### config.mk
export PLATFORM = sky130hd
export DESIGN_NAME = spd_driver_flat
export DESIGN_NICKNAME = d
export VERILOG_FILES = /design/src/core/spd_pkg.sv /design/src/core/spd_link_if.sv /design/src/core/spd_driver.sv /design/src/flat_wrapper.sv
export SDC_FILE = /design/constraint.sdc
export NUM_CORES = 1
export LEC_CHECK = 0
export BUFFER_PORTS_ARGS = -buffer_cell sky130_fd_sc_hd__clkbuf_2
export CAP_MARGIN = 5
export CELL_PAD_IN_SITES_DETAIL_PLACEMENT = 1
export CELL_PAD_IN_SITES_GLOBAL_PLACEMENT = 1
export CORE_ASPECT_RATIO = 2
export CORE_MARGIN = 4
export CORE_UTILIZATION = 49
export CTS_CLUSTER_DIAMETER = 30
export DETAILED_ROUTE_END_ITERATION = 10
export PLACE_DENSITY_LB_ADDON = 0.1
export SYNTH_ARGS = -nofsm -noshare
export SYNTH_HDL_FRONTEND = slang
export SYNTH_SLANG_ARGS = --single-unit
### constraint.sdc
create_clock -name mclk -period 13.1 [get_ports mclk]
set_input_delay 2.62 -clock mclk [delete_from_list [all_inputs] [get_ports mclk]]
set_output_delay 2.62 -clock mclk [all_outputs]
set_load 0.01 [all_outputs]
### src/core/spd_pkg.sv
// shared constants, types and tables of the step pulse decoder
// What this block does
// - two-line mode: clockwise line release steps clockwise
// - two-line mode: counter line release steps counter-clockwise
// - one-line mode, sense on: step pulse clockwise
// - one-line mode, sense off: step pulse counter-clockwise
// - controller never pulses both lines together
// - controller parks optocoupled lines non-conducting
// - logic variant steps on rising pulse edge
// - logic pulses at least 1 us, duty half
// - logic lines park high while stopped
// - windings-off asserted removes all winding current
// - windings-off released restores current and torque
// - controller never cuts windings while moving
// - wait 0.1 s after release before stepping
// - step select picks secondary or primary dial
// - four-bit code selects division of basic step
// - resolution changes only stopped and at home
// - home output on at excitation step zero
// - excitation state starts at home after reset
// - home recurs every 7.2 degrees of rotation
// - controller waits 10 us on sense change
// - standstill current 0.1 s after pulses stop
// - mode selector picks two-line or one-line
// - dials give 16 positions, same division table
package spd_pkg;

  localparam int CLK_PERIOD_NS = 10;
  localparam int STEP_WIDTH_NS = 1000;
  localparam int SETTLE_NS     = 10000;
  localparam int RESTART_MS    = 100;
  localparam int STANDSTILL_MS = 100;

  localparam int STEP_WIDTH_CYC =
    (STEP_WIDTH_NS + CLK_PERIOD_NS - 1) / CLK_PERIOD_NS;
  localparam int SETTLE_CYC = (SETTLE_NS + CLK_PERIOD_NS - 1) / CLK_PERIOD_NS;
  localparam int RESTART_CYC = RESTART_MS * 1000000 / CLK_PERIOD_NS;
  localparam int STANDSTILL_CYC = STANDSTILL_MS * 1000000 / CLK_PERIOD_NS;

  localparam int TIMER_W = 24;
  localparam int PULSE_W = 16;
  localparam int POS_W   = 12;
  localparam int COUNT_W = 16;

  // synchronised pin vector layout
  localparam int PIN_A     = 0;
  localparam int PIN_B     = 1;
  localparam int PIN_WOFF  = 2;
  localparam int PIN_SEL   = 3;
  localparam int PIN_CODE  = 4;
  localparam int PIN_DIAL1 = 8;
  localparam int PIN_DIAL2 = 12;
  localparam int PIN_CHECK = 16;
  localparam int PIN_W     = 17;

  // controller register map and fields
  localparam logic [3:0] REG_CTRL   = 4'h0;
  localparam logic [3:0] REG_MOVE   = 4'h4;
  localparam logic [3:0] REG_STATUS = 4'h8;
  localparam int CTRL_WOFF  = 0;
  localparam int CTRL_SEL   = 1;
  localparam int CTRL_CODE  = 4;
  localparam int MOVE_CW    = 16;
  localparam logic [7:0] CTRL_RESET = 8'h00;

  typedef enum logic [1:0] {
    ST_IDLE   = 2'b00,
    ST_SETTLE = 2'b01,
    ST_ACTIVE = 2'b10,
    ST_GAP    = 2'b11
  } spd_pulse_state_t;

  // microsteps per 7.2 degrees: ten basic steps times the division
  function automatic logic [POS_W-1:0] spd_home_period(
    input logic [3:0] code
  );
    case (code)
      4'h0: spd_home_period = 12'h00A;
      4'h1: spd_home_period = 12'h014;
      4'h2: spd_home_period = 12'h019;
      4'h3: spd_home_period = 12'h028;
      4'h4: spd_home_period = 12'h032;
      4'h5: spd_home_period = 12'h050;
      4'h6: spd_home_period = 12'h064;
      4'h7: spd_home_period = 12'h0C8;
      4'h8: spd_home_period = 12'h0FA;
      4'h9: spd_home_period = 12'h190;
      4'hA: spd_home_period = 12'h1F4;
      4'hB: spd_home_period = 12'h320;
      4'hC: spd_home_period = 12'h3E8;
      4'hD: spd_home_period = 12'h4E2;
      4'hE: spd_home_period = 12'h7D0;
      default: spd_home_period = 12'h9C4;
    endcase
  endfunction

endpackage

### src/core/spd_link_if.sv
// pin-level link between step controller and driver
`timescale 1ns/1ns
interface spd_link_if;
  logic       lineA;
  logic       lineB;
  logic       windingsOff;
  logic       stepSelect;
  logic [3:0] resCode;
  logic       home;

  modport driver (
    input  lineA,
    input  lineB,
    input  windingsOff,
    input  stepSelect,
    input  resCode,
    output home
  );

  modport controller (
    output lineA,
    output lineB,
    output windingsOff,
    output stepSelect,
    output resCode,
    input  home
  );
endinterface

### src/core/spd_driver.sv
// driver end: pulse decoding, excitation position and home output
//
// The implementer's own choices: the address map and register access over Wishbone.
`timescale 1ns/1ns
module spd_driver
  import spd_pkg::*;
#(
  parameter bit LOGIC_LEVEL       = 1'b0,
  parameter int STANDSTILL_CYCLES = STANDSTILL_CYC
) (
  input  wire logic             mclk,
  input  wire logic             rst,
  spd_link_if.driver            link,
  input  wire logic             modeTwoLine,
  input  wire logic [3:0]       dialPrimary,
  input  wire logic [3:0]       dialSecondary,
  input  wire logic             currentCheck,
  output logic                  microStep,
  output logic                  microCw,
  output logic                  windingsEnabled,
  output logic                  standstill,
  output logic [POS_W-1:0]      excitationPos,
  output logic [3:0]            divisionCode,
  output logic                  twoLineActive
);

  // level of a pulse line at rest: high on the logic variant
  localparam logic IDLE_LVL = LOGIC_LEVEL;
  localparam logic [PIN_W-1:0] PIN_RESET =
    {{(PIN_W-2){1'b0}}, IDLE_LVL, IDLE_LVL};

  logic [PIN_W-1:0]   pinRaw;
  logic [PIN_W-1:0]   sync1_reg;
  logic [PIN_W-1:0]   sync2_reg;
  logic [PIN_W-1:0]   sync3_reg;
  logic [PIN_W-1:0]   pin_reg;
  logic [PIN_W-1:0]   pin_next;
  logic               prevA_reg;
  logic               prevB_reg;
  logic               strapDone_reg;
  logic               doneA;
  logic               doneB;
  logic               stepReq;
  logic               stepCw;
  logic [3:0]         code;
  logic [POS_W-1:0]   period;
  logic [POS_W-1:0]   pos_next;
  logic [TIMER_W-1:0] quiet_reg;
  logic               linesIdle;

  assign pinRaw = {currentCheck, dialSecondary, dialPrimary, link.resCode,
                   link.stepSelect, link.windingsOff, link.lineB,
                   link.lineA};

  // a bit changes once the second and third stages agree
  assign pin_next = (sync2_reg & sync3_reg) |
                    (pin_reg & (sync2_reg ^ sync3_reg));

  always_ff @(posedge mclk) begin
    if (rst) begin
      sync1_reg <= PIN_RESET;
      sync2_reg <= PIN_RESET;
      sync3_reg <= PIN_RESET;
      pin_reg   <= PIN_RESET;
    end else begin
      sync1_reg <= pinRaw;
      sync2_reg <= sync1_reg;
      sync3_reg <= sync2_reg;
      pin_reg   <= pin_next;
    end
  end

  // mode switch is only moved with power off, so it is caught once
  always_ff @(posedge mclk) begin
    if (rst) begin
      strapDone_reg <= 1'b0;
      twoLineActive <= 1'b1;
    end else if (!strapDone_reg) begin
      strapDone_reg <= 1'b1;
      twoLineActive <= modeTwoLine;
    end
  end

  always_ff @(posedge mclk) begin
    if (rst) begin
      prevA_reg <= IDLE_LVL;
      prevB_reg <= IDLE_LVL;
    end else begin
      prevA_reg <= pin_reg[PIN_A];
      prevB_reg <= pin_reg[PIN_B];
    end
  end

  // step counts when a line returns from active to rest:
  // conducting to off on the optocoupled variant, low to high on logic
  assign doneA = (prevA_reg != IDLE_LVL) && (pin_reg[PIN_A] == IDLE_LVL);
  assign doneB = (prevB_reg != IDLE_LVL) && (pin_reg[PIN_B] == IDLE_LVL);

  always_comb begin
    stepReq = 1'b0;
    stepCw  = 1'b1;
    if (twoLineActive) begin
      // both at once is undefined; take neither
      if (doneA && !doneB) begin
        stepReq = 1'b1;
        stepCw  = 1'b1;
      end else if (doneB && !doneA) begin
        stepReq = 1'b1;
        stepCw  = 1'b0;
      end
    end else if (doneA) begin
      stepReq = 1'b1;
      // sense line on (conducting or high) means clockwise
      stepCw = pin_reg[PIN_B];
    end
  end

  always_comb begin
    if (LOGIC_LEVEL) begin
      code = pin_reg[PIN_CODE +: 4];
    end else if (pin_reg[PIN_SEL]) begin
      code = pin_reg[PIN_DIAL2 +: 4];
    end else begin
      code = pin_reg[PIN_DIAL1 +: 4];
    end
  end

  assign period = spd_home_period(code);

  // position wraps modulo one home period; a stale value past the
  // period after a resolution change folds back on the next step
  always_comb begin
    pos_next = excitationPos;
    if (stepReq && !pin_reg[PIN_WOFF]) begin
      if (stepCw) begin
        if (excitationPos >= period - 12'h001) begin
          pos_next = '0;
        end else begin
          pos_next = excitationPos + 12'h001;
        end
      end else begin
        if (excitationPos == '0 || excitationPos >= period) begin
          pos_next = period - 12'h001;
        end else begin
          pos_next = excitationPos - 12'h001;
        end
      end
    end
  end

  always_ff @(posedge mclk) begin
    if (rst) begin
      excitationPos <= '0;
    end else begin
      excitationPos <= pos_next;
    end
  end

  always_ff @(posedge mclk) begin
    if (rst) begin
      link.home <= 1'b1;
    end else begin
      link.home <= (pos_next == '0);
    end
  end

  always_ff @(posedge mclk) begin
    if (rst) begin
      microStep <= 1'b0;
      microCw   <= 1'b1;
    end else begin
      microStep <= stepReq && !pin_reg[PIN_WOFF];
      if (stepReq) begin
        microCw <= stepCw;
      end
    end
  end

  always_ff @(posedge mclk) begin
    if (rst) begin
      windingsEnabled <= 1'b1;
    end else if (pin_reg[PIN_WOFF]) begin
      windingsEnabled <= 1'b0;
    end else begin
      windingsEnabled <= 1'b1;
    end
  end

  always_ff @(posedge mclk) begin
    if (rst) begin
      divisionCode <= 4'h0;
    end else begin
      divisionCode <= code;
    end
  end

  // a pulse line left at its active level holds run current
  assign linesIdle = (pin_reg[PIN_A] == IDLE_LVL) &&
                     (!twoLineActive || pin_reg[PIN_B] == IDLE_LVL);

  always_ff @(posedge mclk) begin
    if (rst) begin
      quiet_reg <= '0;
    end else if (stepReq) begin
      quiet_reg <= '0;
    end else if (quiet_reg < TIMER_W'(STANDSTILL_CYCLES)) begin
      quiet_reg <= quiet_reg + 24'h000001;
    end
  end

  always_ff @(posedge mclk) begin
    if (rst) begin
      standstill <= 1'b0;
    end else begin
      standstill <= !pin_reg[PIN_CHECK] && linesIdle &&
                    (quiet_reg >= TIMER_W'(STANDSTILL_CYCLES));
    end
  end

endmodule

### src/flat_wrapper.sv
// flat-port wrapper written by rule: the top's interface ports become plain ports
module spd_driver_flat import spd_pkg::*;
#(
  parameter bit LOGIC_LEVEL       = 1'b0,
  parameter int STANDSTILL_CYCLES = STANDSTILL_CYC
)
  (mclk, rst, modeTwoLine, dialPrimary, dialSecondary, currentCheck, microStep, microCw, windingsEnabled, standstill, excitationPos, divisionCode, twoLineActive, link_lineA, link_lineB, link_windingsOff, link_stepSelect, link_resCode, link_home);
  spd_link_if link_i ();
  input  wire logic mclk;
  input  wire logic rst;
  input  wire logic modeTwoLine;
  input  wire logic [3:0] dialPrimary;
  input  wire logic [3:0] dialSecondary;
  input  wire logic currentCheck;
  output logic microStep;
  output logic microCw;
  output logic windingsEnabled;
  output logic standstill;
  output logic [POS_W-1:0] excitationPos;
  output logic [3:0] divisionCode;
  output logic twoLineActive;
  input wire logic [$bits(link_i.lineA)-1:0] link_lineA;
  input wire logic [$bits(link_i.lineB)-1:0] link_lineB;
  input wire logic [$bits(link_i.windingsOff)-1:0] link_windingsOff;
  input wire logic [$bits(link_i.stepSelect)-1:0] link_stepSelect;
  input wire logic [$bits(link_i.resCode)-1:0] link_resCode;
  output wire logic [$bits(link_i.home)-1:0] link_home;
  assign link_i.lineA = link_lineA;
  assign link_i.lineB = link_lineB;
  assign link_i.windingsOff = link_windingsOff;
  assign link_i.stepSelect = link_stepSelect;
  assign link_i.resCode = link_resCode;
  assign link_home = link_i.home;
  spd_driver #(.LOGIC_LEVEL(LOGIC_LEVEL), .STANDSTILL_CYCLES(STANDSTILL_CYCLES)) u_core (.mclk(mclk), .rst(rst), .link(link_i), .modeTwoLine(modeTwoLine), .dialPrimary(dialPrimary), .dialSecondary(dialSecondary), .currentCheck(currentCheck), .microStep(microStep), .microCw(microCw), .windingsEnabled(windingsEnabled), .standstill(standstill), .excitationPos(excitationPos), .divisionCode(divisionCode), .twoLineActive(twoLineActive));
endmodule
Word-level counts from Yosys, hierarchy flattened
Memories as Yosys holds them, arrays and structs flattened.
Cells that the tools add are included.
{"block": "word_totals", "register_bits": 117, "romBits": 192, "inputBits": 20, "word_cells": 64, "memories": 1}
{"name": "(no name shown)", "depth": 16, "width": 12, "read_ports": 1, "rd_ports_with_merged_regs": 0, "write_ports": 0, "line_no": "spd_pkg.sv:77", "rtl": "case (code)"}
{"block": "op_classes", "add_sub_neg": 4, "n_lt_le_gt_ge": 4, "mux": 15, "bitwise_logic": 6, "n_reduce_logical": 18}
{"cell": "12-bit 2-to-1 mux", "n": 4}
{"cell": "17-bit bitwise AND", "n": 2}
{"cell": "24-bit by 1-bit adder with 24-bit output (second input constant)", "n": 1}
{"cell": "12-bit greater-or-equal comparator", "n": 2}
{"cell": "24-bit greater-or-equal comparator (second input constant)", "n": 1}
{"cell": "12-bit zero test", "n": 2}
{"cell": "24-bit < comparator (second input constant)", "n": 1}
{"cell": "12-bit by 1-bit subtractor with 12-bit output (second input constant)", "n": 2}
{"cell": "17-bit bitwise OR", "n": 1}
{"cell": "17-bit XOR", "n": 1}
{"cell": "12-bit by 1-bit adder with 12-bit output (second input constant)", "n": 1}
{"cell": "1-bit 2-to-1 mux", "n": 10}
{"cell": "1-bit logical AND", "n": 8}
{"cell": "1-bit zero test", "n": 5}
{"cell": "4-bit 2-to-1 mux", "n": 1}
{"cell": "1-bit logical OR", "n": 2}
{"cell": "1-bit NOT", "n": 2}
{"cell": "2-bit OR reduction", "n": 1}

Depth between registers and ports, before layout
Gate-level depths: netlist (run 1).
{"block": "depth", "depth_word": 10, "ltp_mapped": 22, "ltp_nobuf": 20}

Worst setup path before layout (run 1)
OpenSTA, ideal clock, no wires.
{"block": "synth_timing", "kind": "reg-to-reg", "from": "register u_core.pin_reg[3]", "to": "register u_core.link.home", "setup_time_ns": 0.096, "arrival_ns": 4.998, "required_time_ns": 13.004, "path_slack_ns": 8.006, "stages_incl_launch_ff": 19, "n_path_buf": 1, "period_less_slack_ns": 5.094, "cell_sequence": "dfxtp_1 buf_6 mux2i_1 inv_1 ha_1 mux4_2 or3_1 a2111oi_0 nor2_1 ha_1 and4_1 nand2_1 o211ai_1 nor2_1 nand2_1 o21ai_0 or2_2 a2111o_1 o41ai_2"}
{"block": "synth_via", "elab_chain_len": 8, "word_cells_on_any_way": 11, "cone_classes": "1 x add/sub; 2 x order compare; 5 x mux; 2 x reduce/logical; 1 x memory"}
{"item": "start, declared", "line_no": "spd_driver.sv:36", "rtl": "logic [PIN_W-1:0] pin_reg;"}
{"item": "start signal, assigned", "line_no": "spd_driver.sv:69", "rtl": "pin_reg <= pin_next;"}
{"item": "4-bit 2-to-1 mux *", "line_no": "spd_driver.sv:121", "rtl": "end else if (pin_reg[PIN_SEL]) begin"}
{"item": "named net u_core.code[0]", "line_no": "spd_driver.sv:45", "rtl": "logic [3:0] code;"}
{"item": "memory read 16 x 12 bit *"}
{"item": "12-bit by 1-bit subtractor with 12-bit output or 12-bit greater-or-equal comparator (tied branches)", "line_no": "spd_driver.sv:136, spd_driver.sv:143, spd_driver.sv:142"}
{"item": "12-bit greater-or-equal comparator or 1-bit logical OR (tied branches)", "line_no": "spd_driver.sv:136, spd_driver.sv:142"}
{"item": "12-bit 2-to-1 mux (on tied branches)", "line_no": "spd_driver.sv:136, spd_driver.sv:142"}
{"item": "12-bit 2-to-1 mux *", "line_no": "spd_driver.sv:135", "rtl": "if (stepCw) begin"}
{"item": "12-bit 2-to-1 mux *", "line_no": "spd_driver.sv:134", "rtl": "if (stepReq && !pin_reg[PIN_WOFF]) begin"}
{"item": "12-bit zero test *", "line_no": "spd_driver.sv:163", "rtl": "link.home <= (pos_next == '0);"}
{"item": "end signal, assigned", "line_no": "spd_driver.sv:163"}
{"item": "end, declared", "line_no": "spd_link_if.sv:17", "rtl": "output home"}
The timed path passes the listed nets; every way through them passes the cells marked *.
A chain may end at the register's enable or synchronous reset.

Worst setup path after layout (run 1)
Ends and elaborated chain as after synthesis.

==> results of run 1 <==
## cell usage in the layout, fill, tap and decap left out, drive strengths merged, types with 4 or more instances in the layout
master	count
o211ai	6
mux2i	10
and2	4
inv	25
nand3	15
dfxtp	101
xnor2	18
nor2b	45
o21ai	31
or2	4
a31oi	11
or3	10
nor2	74
nand2b	10
xor2	20
nand4	8
a21o	4
nor3	13
ha	46
nand2	57
mux2	6
and3	12
clkbuf	46
nor4	4
a21oi	43
## kinds of logic (layout without fill, tap and decap cells)
logic type      count (synthesis)  in the layout  share of synthesized area
simple gates                  267            267                     0.2449
flops                         101            101                     0.3654
mux                            18             18                    0.03912
buf+inv                        54             80                    0.04070
fa+ha+maj                      46             46                     0.1040
compound gates                127            127                     0.1456
xor+xnor                       38             38                    0.06015
## power groups by stage
| stage | clock [W] | sequential (W) | combinational [W] |
|---|---|---|---|
| detailed placement | 0 | 0.000323 | 0.0000205 |
| global route | 0.000317 | 0.000317 | 0.0000236 |
| floorplan | 0 | 0.000322 | 0.0000144 |
| CTS | 0.000303 | 0.000316 | 0.0000210 |
| finish | 0.000295 | 0.000316 | 0.0000205 |
| global placement | 0 | 0.000323 | 0.0000192 |
## routing by layer
layer | vias to the layer above | part of all wire | track usage
li1 | 2301 | - | -
met1 | 2315 | 0.35 | 0.2216
met2 | 115 | 0.56 | 0.4636
met3 | 64 | 0.022 | 0.02900
met4 | 0 | 0.071 | 0.1839
met5 | - | 0 | 0
## stage by stage
step           hold slack, ns  utilization  setup WS, ns  cells  cell area [µm²]
2_1_floorplan          0.3793            -         8.006    651             5533
3_3_place_gp           0.4152       0.5249         6.964    801             5781
3_5_place_dp           0.4316       0.5249         6.761    801             5781
4_1_cts                0.4444       0.5551         6.709    817             6113
5_1_grt                0.4618       0.5551         6.248    817             6113
6_report               0.4436       0.5551         6.705    817             6113
## how the worst max path moves through the flow
stage	to	slack, ns	cells after the start
5_1_grt	u_core.link.home	6.25	18
6_report	u_core.link.home	6.70	18
2_1_floorplan	u_core.link.home	8.01	18
4_1_cts	u_core.link.home	6.71	18
3_5_place_dp	u_core.link.home	6.76	18
3_3_place_gp	u_core.link.home	6.96	18
## layout make-up
class                   instances  share of cell area
multi-input cells             496              0.5375
flip-flops and latches        101              0.3307
clock buffers                   9             0.03684
repair buffers                 40             0.03397
well taps                     140             0.02865
clock inverters                 7             0.01760
inverters                      24             0.01474
==> impl_metrics.csv, run 1 <==
group,metric,value,unit
power,swShare,0.2203,
routing,drc,0,
synthesis,synth_nets,717,
global_route,grt-ovfl-total,0,
timing,finalHoldViolCount,0,
setup_path,crit_required,13.34,ns
power,p_sw,0.0001392,W
min_path,holdCritStartpoint,"u_core.sync1_reg[9]",
layout,nNetsFinal,738,
setup_path,cp_max_fo,18,
placement,place_congestion,0.8630,
layout,seq_area,2022,µm²
routing,drt_wl_total,15090,µm
placement,io_buffers,37,
synthesis,synth_area_leaders,"dfxtp_1, ha_1, nor2b_1, nor2_1, a21oi_1",
synthesis,synth_area,5533,µm²
setup_path,crit_type,"reg -> reg",
routing,wl_per_cell,18.47,µm
placement,place_hpwl,11460,µm
setup_path,critPathMaxStageDelay,0.83,ns
setup_path,endpoint_kind,"flip-flop",
timing,rsz0062_at_grt,"no",
synthesis,yosysTopAreaCell,"dfxtp_1",
power,p_total,0.0006317,W
layout,fill_cells,1335,
setup_path,startpoint_type,"flip-flop",
power,p_int,0.0004925,W
clock_tree,htreeDepth,3,
setup_path,r2r-end,"u_core.link.home",
global_route,grt_pass1_vias,5221,
timing,tightest_slew,0.8904,ns
synthesis,ys.flop_type,"dfxtp_1",
timing,period_minus_slack,6.395,ns
layout,multi_input_area,3286,µm²
setup_path,timing.rr.start,"u_core.pin_reg[3]",
min_path,min_path_cells,1,
floorplan,num_rows,54,
timing,finalSetupViolCount,0,
synthesis,synth_top_area_frac,0.3654,
global_route,track_usage,0.2383,
floorplan,die_w,83.14,µm
floorplan,die_y,158.3,µm
synthesis,syn_avg_cell_area,8.499,µm²
synthesis,synth_warnings,0,
setup_path,crit_arrival,6.64,ns
clock_tree,cts_sinks,101,
clock_tree,cts_hold_buf,0,
floorplan,core-area,11010,µm²
clock_tree,clkLatencyLatePin,0.35,ns
power,p_clk_frac,0.467,
timing,relSlewSlack,0.3894,
setup_path,reg2reg_setup_slack,6.70,ns
run,cap_violations,0,
clock_tree,cts_setup_buffers,0,
timing,finalCritPeriodShare,0.4882,
timing,clock.fmax,156.4,MHz
global_route,grt_antenna_before_repair,0,
setup_path,startpoint,"u_core.pin_reg[3]",
min_path,min_to,"u_core.sync2_reg[9]",
floorplan,die-area,13160,µm²
clock_tree,clk_path_buf_depth,2,
power,p_seq_frac,0.501,
clock_tree,cts_resized,0,
clock_tree,path_clk_slew,0.07,ns
layout,largest_reg_flops,24,
routing,vias_per_cell,5.869,
synthesis,syn_inst,651,
routing,first_pass_iters,4,
synthesis,synth_cell_type_count,66,
timing,slew_violations,0,
synthesis,ys_async_sr_fraction,0,
synthesis,yosysSeqAreaShare,0.3654,
setup_path,crit_chain,"mux2i_1 > inv_1 > ha_1 > mux4_2 > or3_1 > a2111oi_0 > nor2_1 > ha_1 > and4_1 > nand2_1 > o211ai_1 > buf_4 > nor2_1 > nand2_1 > o21ai_0 > or2_2 > a2111o_1 > o41ai_2",
status,status,"complete, no violations",
global_route,grt_pass1_wl,24930,µm
routing,drt_iter0_markers,182,
synthesis,ys_ff_latch,101,
timing,finalClockSkew,0.008541,ns
floorplan,io_pins,42,
layout,drive_gt1_frac,0.1167,
setup_path,critPathTopFamily,"compound AO/OA/AOI/OAI gates",
power,power.density,103.3,nW/µm²
setup_path,reg2reg_depth,18,
clock_tree,cts_tree,"built",
synthesis,synth_edf_count,0,
layout,syn_to_final_growth,10.49,%
synthesis,synth.most_common_cell,"dfxtp_1",
power,comb_power_share,0.033,
min_path,holdCritPathClass,"reg -> reg",
setup_path,cp.buffers_inverters,2,
synthesis,synth_commonest_cells,"dfxtp_1, nor2_1, nand2_1",
clock_tree,cts_root_buffer,"clkbuf_16",
floorplan,start_util,0.5024,
power,vdd_drop_max,126.1,µV
clock_tree,numCtsBuffers,9,
routing,ant_nets,0,
power,p_leak,2.608,nW
layout,diodes,0,
routing,routed-via-count,4795,
timing,fin_setup_tns,0,ns
global_route,grt_max_degree,70,
setup_path,critPathSlowestCell,"mux2i_1",
No activity file was read; power rests on OpenSTA's default activity.
==> run 2: changes to the inputs <==
- CORE_UTILIZATION: 49 -> 46
- clock period: 13.1 -> 6.7 ns (I/O delays scaled with it)
==> run 2 against run 1 <==
  * Sequential share of layout area fell by 0.14 points
  * Wire length increased by 1.9%
  * Clock power rose by 87%
  * First-iteration DRC count fell by 9.3%
  * Combinational power increased by 95%
  * Setup slack got worse by 5.8 ns
  * Register-to-register slack worse by 5.8 ns
  * Utilization fell by 3.4 points
  * Largest power group unchanged
==> impl_metrics.csv, run 2 (synthesis gave the netlist of run 1 again) <==
group,metric,value,unit
floorplan,num_rows,56,
layout,nNetsFinal,743,
setup_path,cp_max_fo,16,
routing,vias_per_cell,5.798,
setup_path,crit_arrival,6.04,ns
clock_tree,cts_tree,"built",
routing,top_layer_used,"met4",
routing,met1_length,5403,µm
setup_path,startpoint_type,"flip-flop",
clock_tree,cts_root_buffer,"clkbuf_16",
setup_path,reg2reg_setup_slack,0.89,ns
floorplan,io_pins,42,
layout,drive_gt1_frac,0.1202,
timing,rsz0062_at_grt,"no",
run,cap_violations,0,
timing,finalClockSkew,0.01428,ns
global_route,grt_pass1_wl,24870,µm
status,status,"complete, no violations",
setup_path,endpoint_kind,"flip-flop",
clock_tree,numCtsBuffers,9,
floorplan,core-area,11770,µm²
clock_tree,htreeDepth,3,
routing,routed-wl-met3,425,µm
layout,diodes,0,
routing,drc,0,
routing,first_pass_iters,4,
clock_tree,cts_resized,0,
min_path,holdCritPathClass,"reg -> reg",
clock_tree,path_clk_slew,0.07,ns
clock_tree,cts_hold_buf,0,
global_route,grt_antenna_before_repair,0,
global_route,grt_max_degree,71,
floorplan,die_y,163.1,µm
placement,place_hpwl,11800,µm
timing,relSlewSlack,0.3360,
clock_tree,cts_setup_buffers,0,
floorplan,die_w,85.55,µm
routing,dr_wl_met2,8624,µm
power,power.density,196.9,nW/µm²
layout,syn_to_final_growth,10.97,%
timing,finalCritPeriodShare,0.8677,
routing,drt_iter0_markers,165,
power,p_total,0.001209,W
setup_path,critPathMaxStageDelay,0.54,ns
setup_path,crit_required,6.92,ns
timing,slew_violations,0,
setup_path,crit_chain,"buf_4 > mux2i_1 > inv_1 > ha_1 > mux4_2 > or3_1 > a2111oi_0 > nor2_1 > ha_1 > a211oi_1 > nor2_1 > nor3_1 > o211ai_1 > buf_4 > nor2_1 > nand2_1 > o21ai_0 > a21oi_1 > nand4_1 > o41ai_2",
power,p_leak,2.624,nW
layout,final_cell_mix,"dfxtp_1, nor2_1, nand2_1",
placement,io_buffers,37,
setup_path,crit_type,"reg -> reg",
clock_tree,clkLatencyLatePin,0.34,ns
global_route,track_usage,0.2274,
timing,clock.fmax,172.0,MHz
layout,final_area,6140,µm²
timing,finalHoldViolCount,0,
setup_path,critPathSlowestCell,"mux4_2",
power,vdd_drop_max,163.9,µV
placement,placed_area,5824,µm²
routing,wl_per_cell,18.60,µm
timing,tightest_slew,0.9876,ns
routing,drt_wl_total,15380,µm
timing,fin_setup_tns,0,ns
floorplan,die-area,13950,µm²
timing,finalSetupViolCount,0,
routing,routed-via-count,4795,
layout,largest_reg_flops,24,
clock_tree,clk_path_buf_depth,2,
placement,place_congestion,0.9374,
routing,ant_nets,0,
layout,final_common_cell,"dfxtp_1",
global_route,grt-ovfl-total,0,
timing,period_minus_slack,5.814,ns
clock_tree,cts_sinks,101,
global_route,grt_pass1_vias,5068,
setup_path,crit_path_frequent_cell,"nor2_1",
floorplan,start_util,0.4700,
## run 2: changes by cell type in the layout (fill, tap and decap cells not counted), sizes merged
cell / before / now
buf: 3 / 8
clkbuf: 46 / 48
clkinvlp: 1 / 0
inv: 25 / 24
## run 2: final timing paths
path                                         from                     end  depth (start not counted)
worst max-delay path            u_core.pin_reg[3]        u_core.link.home                         20
worst max register to register  u_core.pin_reg[3]        u_core.link.home                         20
worst min register to register  u_core.pin_reg[2]  u_core.windingsEnabled                          1
worst min-delay path            u_core.pin_reg[2]  u_core.windingsEnabled                          1
## run 2: final cells by class
type | count | area, µm²
clock inverters | 5 | 82.58
inverters | 24 | 90.09
fillers | 1446 | 5632
multi-input cells | 496 | 3286
repair buffers | 45 | 245.2
flip-flops and latches | 101 | 2022
well taps | 145 | 181.4
clock buffers | 11 | 232.7
## run 2: worst max-delay path: cells and delay by family, from the launching register on
kind            cells  cell delay [ns]
compound gates      6             1.49
fa+ha+maj           2             0.69
buf+inv             3             0.61
flops               1             0.36
mux                 2             0.92
simple gates        7             1.60
## run 2: stage by stage
stage,instances,setup WS [ns],utilization,hold WS (ns)
final,827,0.8865,0.5216,0.4187
after global placement,811,1.120,0.4948,0.4127
after detailed placement,811,0.9786,0.4948,0.4120
after floorplan,651,1.606,-,0.3793
after global routing,827,0.4747,0.5216,0.4326
after CTS,827,0.9808,0.5216,0.4155
## run 2: routing by layer
metal,vias to the layer above,global-route usage
met5,-,0
met3,43,0.03079
li1,2308,-
met1,2345,0.2108
met2,99,0.4472
met4,0,0.1419
## run 2: power by group
| part | switching (W) | internal, W | leakage (nW) |
|---|---|---|---|
| Combinational | 0.0000228 | 0.0000171 | 1.65 |
| Sequential | 0.00000600 | 0.000612 | 0.822 |
| Clock | 0.000222 | 0.000329 | 0.154 |
| Total | 0.000251 | 0.000958 | 2.62 |
==> run 3: changes to the inputs <==
- MAX_ROUTING_LAYER: unset -> met4
- PLACE_DENSITY: unset -> 0.8
- PLACE_DENSITY_LB_ADDON: 0.1 -> unset
==> run 3 against run 2 <==
  * Non-clock buffer count is 1 higher
  * Final cell count is 0.12% higher
  * Combinational power barely moved
  * First-iteration DRC count shrank 30%
  * Utilization increased by 0.074 points
  * Sequential share of layout area about the same
  * Die area unchanged
  * Setup slack lost 0.096 ns
  * Register-to-register slack lost 0.096 ns
  * Sequential power about the same
  * Global-route usage grew 1.8 points
  * Fmax shrank 1.6%
  * Largest cell class unchanged
==> impl_metrics.csv, run 3 (synthesis gave the netlist of run 1 again) <==
group,metric,value,unit
setup_path,critPathSlowestCell,"dfxtp_1",
floorplan,io_pins,42,
timing,finalCritPeriodShare,0.8820,
run,cap_violations,0,
setup_path,startpoint_type,"flip-flop",
clock_tree,htreeDepth,3,
timing,finalHoldViolCount,0,
setup_path,timing.rr.start,"u_core.pin_reg[3]",
clock_tree,cts_setup_buffers,0,
placement,place_congestion,1.055,
placement,place_hpwl,12050,µm
setup_path,endpoint_kind,"flip-flop",
power,p_leak,2.627,nW
layout,final_common_cell,"dfxtp_1",
timing,finalClockSkew,0.009196,ns
setup_path,crit_chain,"mux2i_1 > buf_4 > ha_1 > nor2b_1 > o221ai_1 > nand2_1 > or3_1 > a2111oi_0 > nor2_1 > ha_1 > a211oi_1 > nor2_1 > nor3_1 > o211ai_1 > buf_4 > or2_2 > o31ai_1 > a31oi_1 > nand4_1 > o41ai_2",
power,p_total,0.001214,W
layout,finalNonFillerCells,828,
routing,drc,0,
layout,diodes,0,
setup_path,reg2reg_setup_slack,0.79,ns
layout,largest_reg_flops,24,
timing,timing.hold.ws,0.4406,ns
timing,relSlewSlack,0.4149,
setup_path,critPathMaxStageDelay,0.58,ns
floorplan,start_util,0.4700,
setup_path,r2r-end,"u_core.link.home",
global_route,grt-ovfl-total,0,
power,power.density,197.5,nW/µm²
clock_tree,clk_path_buf_depth,2,
layout,nNetsFinal,744,
placement,io_buffers,37,
global_route,grt_pass1_wl,26410,µm
clock_tree,cts_hold_buf,0,
setup_path,cp_max_fo,11,
floorplan,core-area,11770,µm²
floorplan,die-area,13950,µm²
layout,drive_gt1_frac,0.1245,
floorplan,die_w,85.55,µm
routing,drt_iter0_markers,116,
timing,fin_setup_tns,0,ns
routing,first_pass_iters,4,
floorplan,die_y,163.1,µm
clock_tree,path_clk_slew,0.08,ns
routing,wl_per_cell,19.20,µm
clock_tree,cts_tree,"built",
routing,vias_per_cell,5.836,
setup_path,endpoint,"u_core.link.home",
timing,tightest_slew,0.8777,ns
status,status,"complete, no violations",
setup_path,startpoint,"u_core.pin_reg[3]",
power,vdd_drop_max,163.6,µV
timing,rsz0062_at_grt,"no",
clock_tree,cts_root_buffer,"clkbuf_16",
routing,drt_wl_total,15900,µm
routing,ant_nets,0,
timing,finalSetupViolCount,0,
clock_tree,cts_sinks,101,
setup_path,crit_arrival,6.13,ns
timing,slew_violations,0,
setup_path,crit_required,6.92,ns
global_route,track_usage,0.2455,
global_route,grt_antenna_before_repair,0,
floorplan,num_rows,56,
routing,routed-via-count,4832,
layout,syn_to_final_growth,11.13,%
clock_tree,numCtsBuffers,9,
setup_path,crit_type,"reg -> reg",
setup_path,reg2reg_depth,20,
clock_tree,clkLatencyLatePin,0.35,ns
timing,period_minus_slack,5.909,ns
timing,clock.fmax,169.2,MHz
global_route,grt_max_degree,70,
clock_tree,cts_resized,0,
global_route,grt_pass1_vias,5455,
placement,dp.cells,812,
layout,final_cell_mix,"dfxtp_1, nor2_1, nand2_1",
min_path,holdCritPathClass,"reg -> reg",
-- run 3: cell count changes in the layout (fill, tap and decap cells not counted), sizes merged --
| cell | previous run | this run |
|---|---|---|
| buf | 8 | 9 |
| bufinv | 2 | 1 |
| clkbuf | 48 | 47 |
| clkinv | 3 | 2 |
| clkinvlp | 0 | 1 |
| inv | 24 | 26 |
-- run 3: per-stage QoR --
step,worst slack [ns],util,instance area [µm²]
6_report,0.7908,0.5223,6148
5_1_grt,0.3744,0.5223,6148
4_1_cts,0.7972,0.5223,6148
3_5_place_dp,0.8875,0.4954,5832
3_3_place_gp,1.014,0.4954,5832
2_1_floorplan,1.606,-,5533
-- run 3: cell type report --
class,instances,area [µm²]
tap,145,181.4
inverter,24,90.09
sequential,101,2022
timing repair buffer,46,252.7
multi-input combinational,496,3286
clock inverter,6,77.57
clock buffer,10,239.0
fill,1431,5623
-- run 3: report_power, final --
part	switching (W)	internal (W)	total, W
Combinational	0.0000228	0.0000172	0.0000400
Clock	0.000248	0.000307	0.000555
Sequential	0.00000669	0.000612	0.000619
Total	0.000277	0.000937	0.00121
-- run 3: worst min path at each step --
stage / startpoint / endpoint / slack, ns / cells after the start
after floorplan: u_core.pin_reg[2] / u_core.windingsEnabled / 0.38 / 1
after global placement: u_core.sync1_reg[10] / u_core.sync2_reg[10] / 0.42 / 1
after detailed placement: u_core.pin_reg[16] / u_core.standstill / 0.42 / 1
after CTS: u_core.sync1_reg[16] / u_core.sync2_reg[16] / 0.45 / 1
after global routing: u_core.pin_reg[2] / u_core.windingsEnabled / 0.46 / 1
final: u_core.sync1_reg[16] / u_core.sync2_reg[16] / 0.44 / 1
-- run 3: worst max-delay path: cells and delay by family (launching register included) --
kind	cells	cell delay, ns
muxes	1	0.41
adders and majority gates	2	0.68
AOI/OAI and AO/OA	7	1.87
DFF	1	0.58
buffers and inverters	2	0.45
and+or+nand+nor	8	1.77
-- run 3: per-layer routing --
layer / GRT usage / up-vias / routed length [µm] / share of wire
li1: - / 2306 / - / -
met3: 0.02978 / 54 / 367 / 0.023
met5: - / - / 0 / 0
met1: 0.2260 / 2366 / 5608 / 0.35
met2: 0.4692 / 106 / 9017 / 0.57
met4: 0.1427 / 0 / 906 / 0.057
